**src/hw/otp_user_regs_defs.vh**
```
// constants for the user OTP configuration and health flag register bank
// assumes a 32-bit AXI4-Lite slave with one aligned word per register index
`ifndef OTP_USER_REGS_DEFS_VH
`define OTP_USER_REGS_DEFS_VH

// register indices; byte address is four times the index
`define IDX_CFG_A 8'h09
`define IDX_CFG_B 8'h0A
`define IDX_CFG_C 8'h0B
`define IDX_HEALTH 8'h0C
`define IDX_MAKER 8'h0D
`define IDX_LOCK 8'h10

// user_config_word_a fields
`define A_EXT_BIT 7
`define A_FREE_RUNNING_TX_ENABLE_BIT 6
`define A_DIR_HI 5
`define A_DIR_LO 4
`define A_REV_HI 3
`define A_REV_LO 0
// user_config_word_b fields
`define B_MONTH_HI 7
`define B_MONTH_LO 4
`define B_YEAR_HI 3
`define B_YEAR_LO 0
// user_config_word_c fields
`define C_SPARE_HI 7
`define C_SPARE_LO 5
`define C_DAY_HI 4
`define C_DAY_LO 0
// lock register fields
`define L_LOCK_BIT 7
`define L_CODE_HI 2
`define L_CODE_LO 0

`define OTP_RESET 8'h00
`define YEAR_BASE 7'h09
`define MONTH_LAST 4'hC
`define CRC_SEED 3'h7
`define SLOT_WIDTH 10
`define EXT_WIDTH 24
`define USER_LOW_WIDTH 31
`define USER_CODE_BITS 63
`define FACTORY_BITS 40

`define RESP_OKAY 2'b00
`define RESP_SLVERR 2'b10

`endif

```
**src/hw/otp_user_regs.v**
```verilog
// user OTP configuration words, maker code, lock/check word and health flags
// assumes shadow copies of the OTP fuses and status sources share CLK_IN
//
// The AXI4-Lite slave port was left to the implementer.
`timescale 1ns/1ns
`include "otp_user_regs_defs.vh"

module otp_user_regs #(
	parameter ADDR_W = 12,
	parameter FACTORY_W = `FACTORY_BITS
) (
	input wire CLK_IN,
	input wire RESETN_IN,
	// AXI4-Lite slave
	input wire [ADDR_W-1:0] S_AXI_AWADDR_IN,
	input wire S_AXI_AWVALID_IN,
	output wire S_AXI_AWREADY_OUT,
	input wire [31:0] S_AXI_WDATA_IN,
	input wire [3:0] S_AXI_WSTRB_IN,
	input wire S_AXI_WVALID_IN,
	output wire S_AXI_WREADY_OUT,
	output wire [1:0] S_AXI_BRESP_OUT,
	output wire S_AXI_BVALID_OUT,
	input wire S_AXI_BREADY_IN,
	input wire [ADDR_W-1:0] S_AXI_ARADDR_IN,
	input wire S_AXI_ARVALID_IN,
	output wire S_AXI_ARREADY_OUT,
	output wire [31:0] S_AXI_RDATA_OUT,
	output wire [1:0] S_AXI_RRESP_OUT,
	output wire S_AXI_RVALID_OUT,
	input wire S_AXI_RREADY_IN,
	// status sources, same clock domain
	input wire TEST_MODE_ACTIVE_IN,
	input wire OC_DONE_IN,
	input wire OFFSET_LIMIT_IN,
	// other user OTP shadow bits (0x05 bits 6:0, 0x06..0x08)
	input wire [`USER_LOW_WIDTH-1:0] USER_LOW_ARRAY_IN,
	// factory OTP shadow
	input wire [FACTORY_W-1:0] FACTORY_ARRAY_IN,
	input wire FACTORY_LOCK_IN,
	input wire [2:0] FACTORY_CRC_IN,
	// slot field and extended phase 2 content from elsewhere
	input wire [`SLOT_WIDTH-1:0] SLOT_DELAY_FIELD_IN,
	input wire [`EXT_WIDTH-1:0] EXT_FIELDS_IN,
	// phase 2 payload and mode outputs
	output wire [`EXT_WIDTH-1:0] EXT_FIELDS_OUT,
	output wire PHASE2_EXTENSION_ENABLE_OUT,
	output wire FREE_RUNNING_TX_ENABLE_OUT,
	output wire DEFAULT_SLOT_SELECT_OUT,
	output wire [3:0] DIRECTION_NIBBLE_OUT,
	output wire [3:0] REVISION_OUT,
	output wire [6:0] CODED_YEAR_OUT,
	output wire [3:0] CODED_MONTH_OUT,
	output wire [4:0] CODED_DAY_OUT,
	output wire [7:0] MAKER_CODE_OUT,
	output wire [7:0] HEALTH_FLAGS_OUT
);

////////////////////////////////////////////////////////////////////////////////
// reset synchroniser

reg rst_meta_r;
reg rst_sync_r;
wire rst_n;

always @(posedge CLK_IN or negedge RESETN_IN) begin
	if (!RESETN_IN) begin
		rst_meta_r <= 1'b0;
		rst_sync_r <= 1'b0;
	end else begin
		rst_meta_r <= 1'b1;
		rst_sync_r <= rst_meta_r;
	end
end

assign rst_n = rst_sync_r;

////////////////////////////////////////////////////////////////////////////////
// serial 3-bit CRC, LSB first, lower index first

function [2:0] crc_user;
	input [`USER_CODE_BITS-1:0] bits;
	integer i;
	reg [2:0] c;
	reg fb;
	begin
		c = `CRC_SEED;
		for (i = 0; i < `USER_CODE_BITS; i = i + 1) begin
			fb = bits[i] ^ c[2];
			c = {c[1], c[0] ^ fb, fb};
		end
		crc_user = c;
	end
endfunction

function [2:0] crc_factory;
	input [FACTORY_W-1:0] bits;
	integer i;
	reg [2:0] c;
	reg fb;
	begin
		c = `CRC_SEED;
		for (i = 0; i < FACTORY_W; i = i + 1) begin
			fb = bits[i] ^ c[2];
			c = {c[1], c[0] ^ fb, fb};
		end
		crc_factory = c;
	end
endfunction

////////////////////////////////////////////////////////////////////////////////
// OTP shadow registers

reg [7:0] cfg_a_r;
reg [7:0] cfg_b_r;
reg [7:0] cfg_c_r;
reg [7:0] maker_r;
reg [7:0] lock_r;
wire user_locked;

assign user_locked = lock_r[`L_LOCK_BIT];

////////////////////////////////////////////////////////////////////////////////
// write channel: address and data taken in either order

reg aw_full_r;
reg w_full_r;
reg [7:0] aw_idx_r;
reg aw_ok_r;
reg [31:0] w_data_r;
reg w_lane0_r;
reg bvalid_r;
reg [1:0] bresp_r;
wire aw_take;
wire w_take;
wire wr_fire;
wire aw_in_range;

assign S_AXI_AWREADY_OUT = !aw_full_r && !bvalid_r;
assign S_AXI_WREADY_OUT = !w_full_r && !bvalid_r;
assign aw_take = S_AXI_AWVALID_IN && S_AXI_AWREADY_OUT;
assign w_take = S_AXI_WVALID_IN && S_AXI_WREADY_OUT;
assign wr_fire = aw_full_r && w_full_r && !bvalid_r;
assign aw_in_range = (S_AXI_AWADDR_IN >> 10) == 0;
assign S_AXI_BVALID_OUT = bvalid_r;
assign S_AXI_BRESP_OUT = bresp_r;

// a writable target that takes the write; locked words ignore it
reg wr_hit;
reg [1:0] wr_resp;

always @* begin
	wr_hit = 1'b0;
	wr_resp = `RESP_OKAY;
	if (!aw_ok_r) begin
		wr_resp = `RESP_SLVERR;
	end else if (aw_idx_r == `IDX_CFG_A || aw_idx_r == `IDX_CFG_B) begin
		wr_hit = 1'b1;
	end else if (aw_idx_r == `IDX_CFG_C || aw_idx_r == `IDX_MAKER) begin
		wr_hit = 1'b1;
	end else if (aw_idx_r == `IDX_LOCK) begin
		wr_hit = 1'b1;
	end else begin
		wr_resp = `RESP_SLVERR; // read-only health word and unmapped
	end
end

always @(posedge CLK_IN or negedge rst_n) begin
	if (!rst_n) begin
		aw_full_r <= 1'b0;
		w_full_r <= 1'b0;
		aw_idx_r <= 8'h00;
		aw_ok_r <= 1'b0;
		w_data_r <= 32'h0000_0000;
		w_lane0_r <= 1'b0;
		bvalid_r <= 1'b0;
		bresp_r <= `RESP_OKAY;
	end else begin
		if (aw_take) begin
			aw_full_r <= 1'b1;
			aw_idx_r <= S_AXI_AWADDR_IN[9:2];
			aw_ok_r <= aw_in_range;
		end
		if (w_take) begin
			w_full_r <= 1'b1;
			w_data_r <= S_AXI_WDATA_IN;
			w_lane0_r <= S_AXI_WSTRB_IN[0];
		end
		if (wr_fire) begin
			aw_full_r <= 1'b0;
			w_full_r <= 1'b0;
			bvalid_r <= 1'b1;
			bresp_r <= wr_resp;
		end else if (bvalid_r && S_AXI_BREADY_IN) begin
			bvalid_r <= 1'b0;
		end
	end
end

// fuse semantics: a bit once blown stays set; all words freeze at lock
wire wr_do;

assign wr_do = wr_fire && wr_hit && w_lane0_r && !user_locked;

always @(posedge CLK_IN or negedge rst_n) begin
	if (!rst_n) begin
		cfg_a_r <= `OTP_RESET;
		cfg_b_r <= `OTP_RESET;
		cfg_c_r <= `OTP_RESET;
		maker_r <= `OTP_RESET;
		lock_r <= `OTP_RESET;
	end else if (wr_do) begin
		if (aw_idx_r == `IDX_CFG_A) begin
			cfg_a_r <= cfg_a_r | w_data_r[7:0];
		end else if (aw_idx_r == `IDX_CFG_B) begin
			cfg_b_r <= cfg_b_r | w_data_r[7:0];
		end else if (aw_idx_r == `IDX_CFG_C) begin
			cfg_c_r <= cfg_c_r | w_data_r[7:0];
		end else if (aw_idx_r == `IDX_MAKER) begin
			maker_r <= maker_r | w_data_r[7:0];
		end else begin
			lock_r <= lock_r | w_data_r[7:0];
		end
	end
end

////////////////////////////////////////////////////////////////////////////////
// integrity checks, latched low until reset

reg user_ok_r;
reg factory_ok_r;
wire [`USER_CODE_BITS-1:0] user_bits;
wire user_mismatch;
wire factory_fault;

// lower offsets first; the lock bit is left out
assign user_bits = {maker_r, cfg_c_r, cfg_b_r, cfg_a_r, USER_LOW_ARRAY_IN};
assign user_mismatch = user_locked &&
	(crc_user(user_bits) != lock_r[`L_CODE_HI:`L_CODE_LO]);
assign factory_fault = FACTORY_LOCK_IN &&
	(crc_factory(FACTORY_ARRAY_IN) != FACTORY_CRC_IN);

always @(posedge CLK_IN or negedge rst_n) begin
	if (!rst_n) begin
		user_ok_r <= 1'b1;
		factory_ok_r <= 1'b1;
	end else begin
		if (user_mismatch) begin
			user_ok_r <= 1'b0;
		end
		if (factory_fault) begin
			factory_ok_r <= 1'b0;
		end
	end
end

// live view of the other flags, sampled as they stand
wire [7:0] health;

assign health = {1'b0, !TEST_MODE_ACTIVE_IN, 1'b0, user_ok_r, OC_DONE_IN,
	factory_ok_r, !OFFSET_LIMIT_IN, 1'b1};

////////////////////////////////////////////////////////////////////////////////
// read channel; reads change no state

reg rvalid_r;
reg [31:0] rdata_r;
reg [1:0] rresp_r;
reg [7:0] rd_byte;
reg [1:0] rd_resp;
wire [7:0] rd_idx;

assign S_AXI_ARREADY_OUT = !rvalid_r;
assign S_AXI_RVALID_OUT = rvalid_r;
assign S_AXI_RDATA_OUT = rdata_r;
assign S_AXI_RRESP_OUT = rresp_r;
assign rd_idx = S_AXI_ARADDR_IN[9:2];

always @* begin
	rd_byte = 8'h00;
	rd_resp = `RESP_OKAY;
	if ((S_AXI_ARADDR_IN >> 10) != 0) begin
		rd_resp = `RESP_SLVERR;
	end else if (rd_idx == `IDX_CFG_A) begin
		rd_byte = cfg_a_r;
	end else if (rd_idx == `IDX_CFG_B) begin
		rd_byte = cfg_b_r;
	end else if (rd_idx == `IDX_CFG_C) begin
		rd_byte = cfg_c_r;
	end else if (rd_idx == `IDX_HEALTH) begin
		rd_byte = health;
	end else if (rd_idx == `IDX_MAKER) begin
		rd_byte = maker_r;
	end else if (rd_idx == `IDX_LOCK) begin
		rd_byte = lock_r;
	end else begin
		rd_resp = `RESP_SLVERR;
	end
end

always @(posedge CLK_IN or negedge rst_n) begin
	if (!rst_n) begin
		rvalid_r <= 1'b0;
		rdata_r <= 32'h0000_0000;
		rresp_r <= `RESP_OKAY;
	end else if (S_AXI_ARVALID_IN && !rvalid_r) begin
		rvalid_r <= 1'b1;
		rdata_r <= {24'h00_0000, rd_byte};
		rresp_r <= rd_resp;
	end else if (rvalid_r && S_AXI_RREADY_IN) begin
		rvalid_r <= 1'b0;
	end
end

////////////////////////////////////////////////////////////////////////////////
// phase 2 payload and transmission mode; date fields steer nothing here

reg [`EXT_WIDTH-1:0] ext_r;
reg ext_en_r;
reg free_running_tx_enable_r;
reg dflt_slot_r;
reg [3:0] dir_r;
reg [3:0] rev_r;
reg [6:0] year_r;
reg [3:0] month_r;
reg [4:0] day_r;
reg [7:0] maker_out_r;
reg [7:0] health_out_r;
wire [3:0] month_raw;

assign month_raw = cfg_b_r[`B_MONTH_HI:`B_MONTH_LO];

always @(posedge CLK_IN or negedge rst_n) begin
	if (!rst_n) begin
		ext_r <= 24'h00_0000;
		ext_en_r <= 1'b0;
		free_running_tx_enable_r <= 1'b0;
		dflt_slot_r <= 1'b0;
		dir_r <= 4'h0;
		rev_r <= 4'h0;
		year_r <= 7'h00;
		month_r <= 4'h0;
		day_r <= 5'h00;
		maker_out_r <= 8'h00;
		health_out_r <= 8'h00;
	end else begin
		ext_en_r <= cfg_a_r[`A_EXT_BIT];
		ext_r <= cfg_a_r[`A_EXT_BIT] ? EXT_FIELDS_IN : 24'h00_0000;
		free_running_tx_enable_r <= cfg_a_r[`A_FREE_RUNNING_TX_ENABLE_BIT];
		dflt_slot_r <= (SLOT_DELAY_FIELD_IN == 0) && !cfg_a_r[`A_FREE_RUNNING_TX_ENABLE_BIT];
		dir_r <= {cfg_a_r[`A_DIR_HI:`A_DIR_LO], 2'b00};
		rev_r <= cfg_a_r[`A_REV_HI:`A_REV_LO];
		year_r <= {3'b000, cfg_b_r[`B_YEAR_HI:`B_YEAR_LO]} + `YEAR_BASE;
		month_r <= (month_raw > `MONTH_LAST) ? 4'h0 : month_raw;
		day_r <= cfg_c_r[`C_DAY_HI:`C_DAY_LO];
		maker_out_r <= maker_r;
		health_out_r <= health;
	end
end

assign EXT_FIELDS_OUT = ext_r;
assign PHASE2_EXTENSION_ENABLE_OUT = ext_en_r;
assign FREE_RUNNING_TX_ENABLE_OUT = free_running_tx_enable_r;
assign DEFAULT_SLOT_SELECT_OUT = dflt_slot_r;
assign DIRECTION_NIBBLE_OUT = dir_r;
assign REVISION_OUT = rev_r;
assign CODED_YEAR_OUT = year_r;
assign CODED_MONTH_OUT = month_r;
assign CODED_DAY_OUT = day_r;
assign MAKER_CODE_OUT = maker_out_r;
assign HEALTH_FLAGS_OUT = health_out_r;

endmodule

```
**config.mk**
```make
export PLATFORM = sky130hd
export DESIGN_NAME = otp_user_regs
export DESIGN_NICKNAME = d
export VERILOG_FILES = /design/src/hw/otp_user_regs.v
export VERILOG_INCLUDE_DIRS = /design/src /design/src/hw
export SDC_FILE = /design/constraint.sdc
export NUM_CORES = 1
export LEC_CHECK = 0
export BUFFER_PORTS_ARGS = -buffer_cell sky130_fd_sc_hd__clkbuf_2
export CAP_MARGIN = 20
export CORE_AREA = 4 4 130 132
export DETAILED_ROUTE_END_ITERATION = 10
export DIE_AREA = 0 0 134 136
export PLACE_DENSITY = 0.87
export SLEW_MARGIN = 10
export SYNTH_ARGS = -nofsm -noshare
export SYNTH_HDL_FRONTEND = slang
export SYNTH_SLANG_ARGS = --single-unit
export TNS_END_PERCENT = 1
```
**constraint.sdc**
```tcl
create_clock -name CLK_IN -period 4.3 [get_ports CLK_IN]
set_input_delay 1.29 -clock CLK_IN [delete_from_list [all_inputs] [get_ports CLK_IN]]
set_output_delay 1.29 -clock CLK_IN [all_outputs]
set_load 0.01 [all_outputs]
```
Word level (Yosys, flattened, before mapping)
Cells that the tools add are included.
- memory bits (read-only): 0
- output and inout port bits: 108
- register bits after elaboration: 139
- bits in writable memories: 0
- logic and storage cells: 328
- bits in latches: 0
- memories: 0
- bits of input ports: 179
- multiplexer cells: 32
- bitwise logic cells: 213
- divide/modulo/power cells: 0
- add/subtract/negate cells: 1
- reductions and logical operators: 37
- equal/unequal tests: 13
- shifts and indexed selects: 0
- $mul: 0
- $lt $le $gt $ge: 1
- operators by type and width (kind ; count):
    $xor A1 B1 Y1 ; 200
    $eq A8 B4 Y1 const B ; 9
    $mux W8 ; 7
    $or A8 B8 Y8 ; 5
    $logic_not A32 Y1 ; 1
    $reduce_bool A32 Y1 ; 1
    $mux W24 ; 1
    $mux W2 ; 11
    $eq A8 B5 Y1 const B ; 2
    $logic_and A1 B1 Y1 ; 15
    $mux W1 ; 12
    $logic_not A10 Y1 ; 1
    $reduce_and A5 Y1 ; 2
    $logic_not A1 Y1 ; 8
    $not A1 Y1 ; 8
    $reduce_bool A2 Y1 ; 4
    $ne A3 B3 Y1 ; 2
    $add A4 B4 Y5 const B ; 1
    $gt A4 B4 Y1 const B ; 1
    $mux W4 ; 1
    $reduce_and A4 Y1 ; 1
    $reduce_and A3 Y1 ; 1
    $logic_or A1 B1 Y1 ; 2
    $reduce_and A2 Y1 ; 1

Depth between registers and ports, before layout
- depth in word-level cells: 64
- depth in mapped cells: 9

Worst setup path before layout
Ideal clock, no wire load.
- path type: in2reg
- start point: input USER_LOW_ARRAY_IN[20]
- end point: register user_ok_r
- stages on the path: 8
- arrival time: 3466 ps
- setup slack: 756 ps
- buffers on the path: 0
- cell sequence: xnor3_2 > xnor3_4 > xnor3_1 > xnor3_2 > or3b_1 > a211oi_2 > o21ai_1 > a41oi_2
- cells in the longest elaborated chain, start to end: 46
- elaborated cells on any way between the ends: 87
- ends and longest elaborated chain (item ; line ; text):
    start, declared ; otp_user_regs.v:37 ; input wire [`USER_LOW_WIDTH-1:0] USER_LOW_ARRAY_IN,
    $xor A1 B1 Y1 (*) ; otp_user_regs.v:89 ; fb = bits[i] ^ c[2];
    $xor A1 B1 Y1 ; otp_user_regs.v:90 ; c = {c[1], c[0] ^ fb, fb};
    $xor A1 B1 Y1 ; otp_user_regs.v:89 ;
    $xor A1 B1 Y1 ; otp_user_regs.v:90 ;
    $xor A1 B1 Y1 ; otp_user_regs.v:89 ;
    $xor A1 B1 Y1 ; otp_user_regs.v:90 ;
    $xor A1 B1 Y1 ; otp_user_regs.v:89 ;
    $xor A1 B1 Y1 ; otp_user_regs.v:90 ;
    [... 30 more ...] ; - ;
    $xor A1 B1 Y1 ; otp_user_regs.v:89 ;
    $xor A1 B1 Y1 ; otp_user_regs.v:90 ;
    $xor A1 B1 Y1 ; otp_user_regs.v:89 ;
    $xor A1 B1 Y1 ; otp_user_regs.v:90 ;
    $xor A1 B1 Y1 ; otp_user_regs.v:89 ;
    $xor A1 B1 Y1 ; otp_user_regs.v:90 ;
    $ne A3 B3 Y1 (*) ; otp_user_regs.v:239 ; (crc_user(user_bits) != lock_r[`L_CODE_HI:`L_CODE_LO]);
    $logic_and A1 B1 Y1 (*) ; otp_user_regs.v:238 ; assign user_mismatch = user_locked &&
    end signal, assigned ; otp_user_regs.v:245 ; user_ok_r <= 1'b1;
    end signal, assigned ; otp_user_regs.v:249 ; user_ok_r <= 1'b0;
    end, declared ; otp_user_regs.v:230 ; reg user_ok_r;
Every way passes the cells marked *; elsewhere a longest branch is shown, timed or not.
A chain may end at the register's enable or synchronous reset.

Worst setup path in the final report
- start point: input USER_LOW_ARRAY_IN[4]
- end point: register user_ok_r
- cells in the longest elaborated chain, start to end: 62
- elaborated cells on any way between the ends: 119
- ends and longest elaborated chain (item ; line):
    $xor A1 B1 Y1 (*) ; otp_user_regs.v:89
    $xor A1 B1 Y1 ; otp_user_regs.v:90
    $xor A1 B1 Y1 ; otp_user_regs.v:89
    $xor A1 B1 Y1 ; otp_user_regs.v:90
    $xor A1 B1 Y1 ; otp_user_regs.v:89
    $xor A1 B1 Y1 ; otp_user_regs.v:90
    $xor A1 B1 Y1 ; otp_user_regs.v:89
    $xor A1 B1 Y1 ; otp_user_regs.v:90
    [... 46 more ...] ; -
    $xor A1 B1 Y1 ; otp_user_regs.v:89
    $xor A1 B1 Y1 ; otp_user_regs.v:90
    $xor A1 B1 Y1 ; otp_user_regs.v:89
    $xor A1 B1 Y1 ; otp_user_regs.v:90
    $xor A1 B1 Y1 ; otp_user_regs.v:89
    $xor A1 B1 Y1 ; otp_user_regs.v:90
    $ne A3 B3 Y1 (*) ; otp_user_regs.v:239
    $logic_and A1 B1 Y1 (*) ; otp_user_regs.v:238
Marks and branches as above.

==> flow_metrics.env <==
export IMPL_status="finished, final reports clean"
export IMPL_p_int_mw=2.91
export IMPL_fp_dieW_um=134
export IMPL_firstDrtPassIters=5
export IMPL_nets=946
export IMPL_crit_chain="clkbuf_2, xnor2_1, xnor3_4, xnor3_1, xnor3_2, or3b_1, a211oi_2, o21ai_1, a41oi_2"
export IMPL_hp_class="reg -> reg"
export IMPL_ctsResizeCount=0
export IMPL_layout_min_cycle_time_ps=3350
export IMPL_ant_nets=0
export IMPL_initial_core_util=0.426
export IMPL_path_buf_inv=1
export IMPL_grt_total_usage=0.183
export IMPL_routedWlPerCell_um=16.7
export IMPL_place_gp_congestion=0.912
export IMPL_dp_hpwl_mm=12.9
export IMPL_synth_flop_cell="dfrtp_1"
export IMPL_crit_path_max_fanout=8
export IMPL_p_leak_nw=4.73
export IMPL_cts_htree_levels=4
export IMPL_ios=287
export IMPL_powerDensity_nw_per_um2=478
export IMPL_irDropWorstVdd_v=0.000366
export IMPL_cts_buffer_depth=2
export IMPL_dp_cells=963
export IMPL_seq_area_frac_synth=0.513
export IMPL_fp_coreArea_sq_um=15700
export IMPL_met1_usage=0.223
export IMPL_viasPerCell=4.86
export IMPL_tns_ps=0
export IMPL_crit_path_start_kind="primary input"
export IMPL_ys_ff_latch=137
export IMPL_ys_types=57
export IMPL_switchingPower_mw=1.16
export IMPL_synth_area_sq_um=6690
export IMPL_layout_drive_gt1_share=0.374
export IMPL_portBuffers=223
export IMPL_critical_path_required_ps=4640
export IMPL_cp_slowest_cell="xnor3_4"
export IMPL_whs_ps=352
export IMPL_syn_inst=538
export IMPL_rsz0062_at_grt="no"
export IMPL_synthArstFlopShare=1.00
export IMPL_synth_edf_count=0
export IMPL_dieArea_sq_um=18200
export IMPL_antenna_found_initial=0
export IMPL_cpPeakStageDelay_ps=510
export IMPL_arrival_ps=3690
export IMPL_cts_hold_buf=0
export IMPL_placementRows=46
export IMPL_skew_ps=9.82
export IMPL_antenna_cells=0
export IMPL_cts_sinks=137
export IMPL_grt_pass1_vias=4911
export IMPL_grt_max_degree=57
export IMPL_crit_path_end_kind="flip-flop"
export IMPL_grt_use_met3=0.0637
export IMPL_numCtsBuffers=17
export IMPL_crit_family="XOR/XNOR gates"
export IMPL_drt_iter0_drc=366
export IMPL_overflow=0
export IMPL_pwr_share_comb=0.247
export IMPL_dieHeight_um=136
export IMPL_drv_slew=0
export IMPL_swShare=0.285
export IMPL_post_cts_buffers=0
export IMPL_layout_cells_non_filler=995
export IMPL_finalSetupViolations=0
export IMPL_clk_pin_slew_ps=50
export IMPL_drc_errors=0
export IMPL_ys_warn_count=0
export IMPL_power_frac_clock=0.363
export IMPL_min_period_over_period=0.779
export IMPL_cts_tree="built"
export IMPL_max_freq_ghz=0.298
export IMPL_wl_mm=16.6
export IMPL_num_vias=4839
export IMPL_top_usage_layer="met2"
export IMPL_finalHoldViolCount=0
export IMPL_use_met2=0.304
export IMPL_syn_to_final_growth_pct=27.4
export IMPL_insertion_delay_ps=420
export IMPL_maxSlewHeadroom=0.349
export IMPL_seq_power_share=0.390
export IMPL_tightest_slew_ps=974
export IMPL_critPathKind="in -> reg"
export IMPL_grt_pass1_wl_mm=25.5
export IMPL_cap_violations=0
export IMPL_root_buffer="clkbuf_16"
export IMPL_syn_area_per_cell_sq_um=12.4
## cell usage in the layout (no fill, tap or decap), types with 17 or more instances in the layout
master,n
nand2_1,19
clkbuf_16,17
mux2_2,17
xnor2_1,67
nor2_1,18
clkbuf_2,223
conb_1,34
and2_1,24
dfrtp_1,134
a21o_1,40
## final cells by class
cell class,instances,area [sq um]
clock inverters,8,118
multi-input cells,372,3030
fillers,1332,7190
well taps,216,270
flip-flops and latches,137,3430
inverters,13,48.8
clock buffers,24,492
repair buffers,225,1130
## worst paths after layout
check | from | depth (start not counted) | to | slack [ps]
worst min register to register | rst_meta_r$_DFF_PN0_ | 0 | rst_n$_DFF_PN0_ | 350
max in group asynchronous | rst_n$_DFF_PN0_ | 1 | factory_ok_r$_DFFE_PN1P_ | 2900
min in group asynchronous | rst_n$_DFF_PN0_ | 0 | lock_r[5]$_DFFE_PN0P_ | 380
worst max-delay path | USER_LOW_ARRAY_IN[4] | 9 | user_ok_r$_DFFE_PN1P_ | 950
worst max register to register | cfg_c_r[1]$_DFFE_PN0P_ | 8 | user_ok_r$_DFFE_PN1P_ | 1380
worst min-delay path | rst_meta_r$_DFF_PN0_ | 0 | rst_n$_DFF_PN0_ | 350
## Yosys cell counts, drive strengths merged, types with 9 or more instances
cell type	count	area share
a21o	41	0.046
a21oi	11	0.0082
and2	24	0.022
buf	33	0.037
clkbuf	15	0.0084
dfrtp	135	0.51
inv	13	0.0073
mux2	17	0.029
nand2	19	0.011
nor2	18	0.010
nor2b	9	0.0084
o21ai	13	0.0097
xnor2	67	0.088
xnor3	25	0.088
xor2	16	0.021
## kinds of logic after synthesis
logic type,after synthesis,synth area share
buf+inv,61,0.0527
flops,137,0.513
xor+xnor,108,0.197
compound gates,96,0.104
fa+ha+maj,1,0.00187
mux,23,0.0376
other cells,2,0.00112
simple gates,110,0.0932
## metrics by stage
stage | utilization | power, mW | cell area, sq um | setup WS, ps
3_3_place_gp | 0.503 | 2.54 | 7910 | 558
6_report | 0.542 | 4.07 | 8520 | 950
3_5_place_dp | 0.503 | 2.60 | 7910 | 532
2_1_floorplan | - | 2.34 | 6810 | 204
5_1_grt | 0.542 | 4.28 | 8520 | 801
4_1_cts | 0.542 | 4.10 | 8520 | 960
## worst reg2reg max path, stage by stage, from the launching register on
cell and delay (ps):
dfrtp_1 450, xnor3_2 450, xnor3_4 330, xnor3_1 370, xnor3_2 380, or3b_1 370, a211oi_2 220, o21ai_1 110
a41oi_2 160
## power groups by stage
stage	sequential, mW	combinational, mW	clock [mW]
floorplan	1.55	0.794	0
global placement	1.59	0.949	0
detailed placement	1.60	0.995	0
CTS	1.58	1.00	1.51
global route	1.61	1.09	1.57
finish	1.59	1.01	1.48
## state kept, by name, indices dropped and copies added, names as in the netlist, 2 cells and up
| register | flops |
|---|---|
| CODED_MONTH_OUT | 4 |
| cfg_c_r | 8 |
| HEALTH_FLAGS_OUT | 6 |
| cfg_a_r | 8 |
| lock_r | 8 |
| maker_r | 8 |
| REVISION_OUT | 4 |
| DIRECTION_NIBBLE_OUT | 2 |
| cfg_b_r | 8 |
| MAKER_CODE_OUT | 8 |
| CODED_DAY_OUT | 5 |
| w_data_r | 8 |
| CODED_YEAR_OUT | 5 |
| EXT_FIELDS_OUT | 24 |
| aw_idx_r | 8 |
| S_AXI_RDATA_OUT | 8 |
## routing by layer
layer,vias up,part of all wire
met1,2346,0.39
met3,27,0.088
met2,221,0.50
met5,-,0
met4,0,0.020
li1,2245,-
Note: power is estimated with default switching activity, not from simulation.
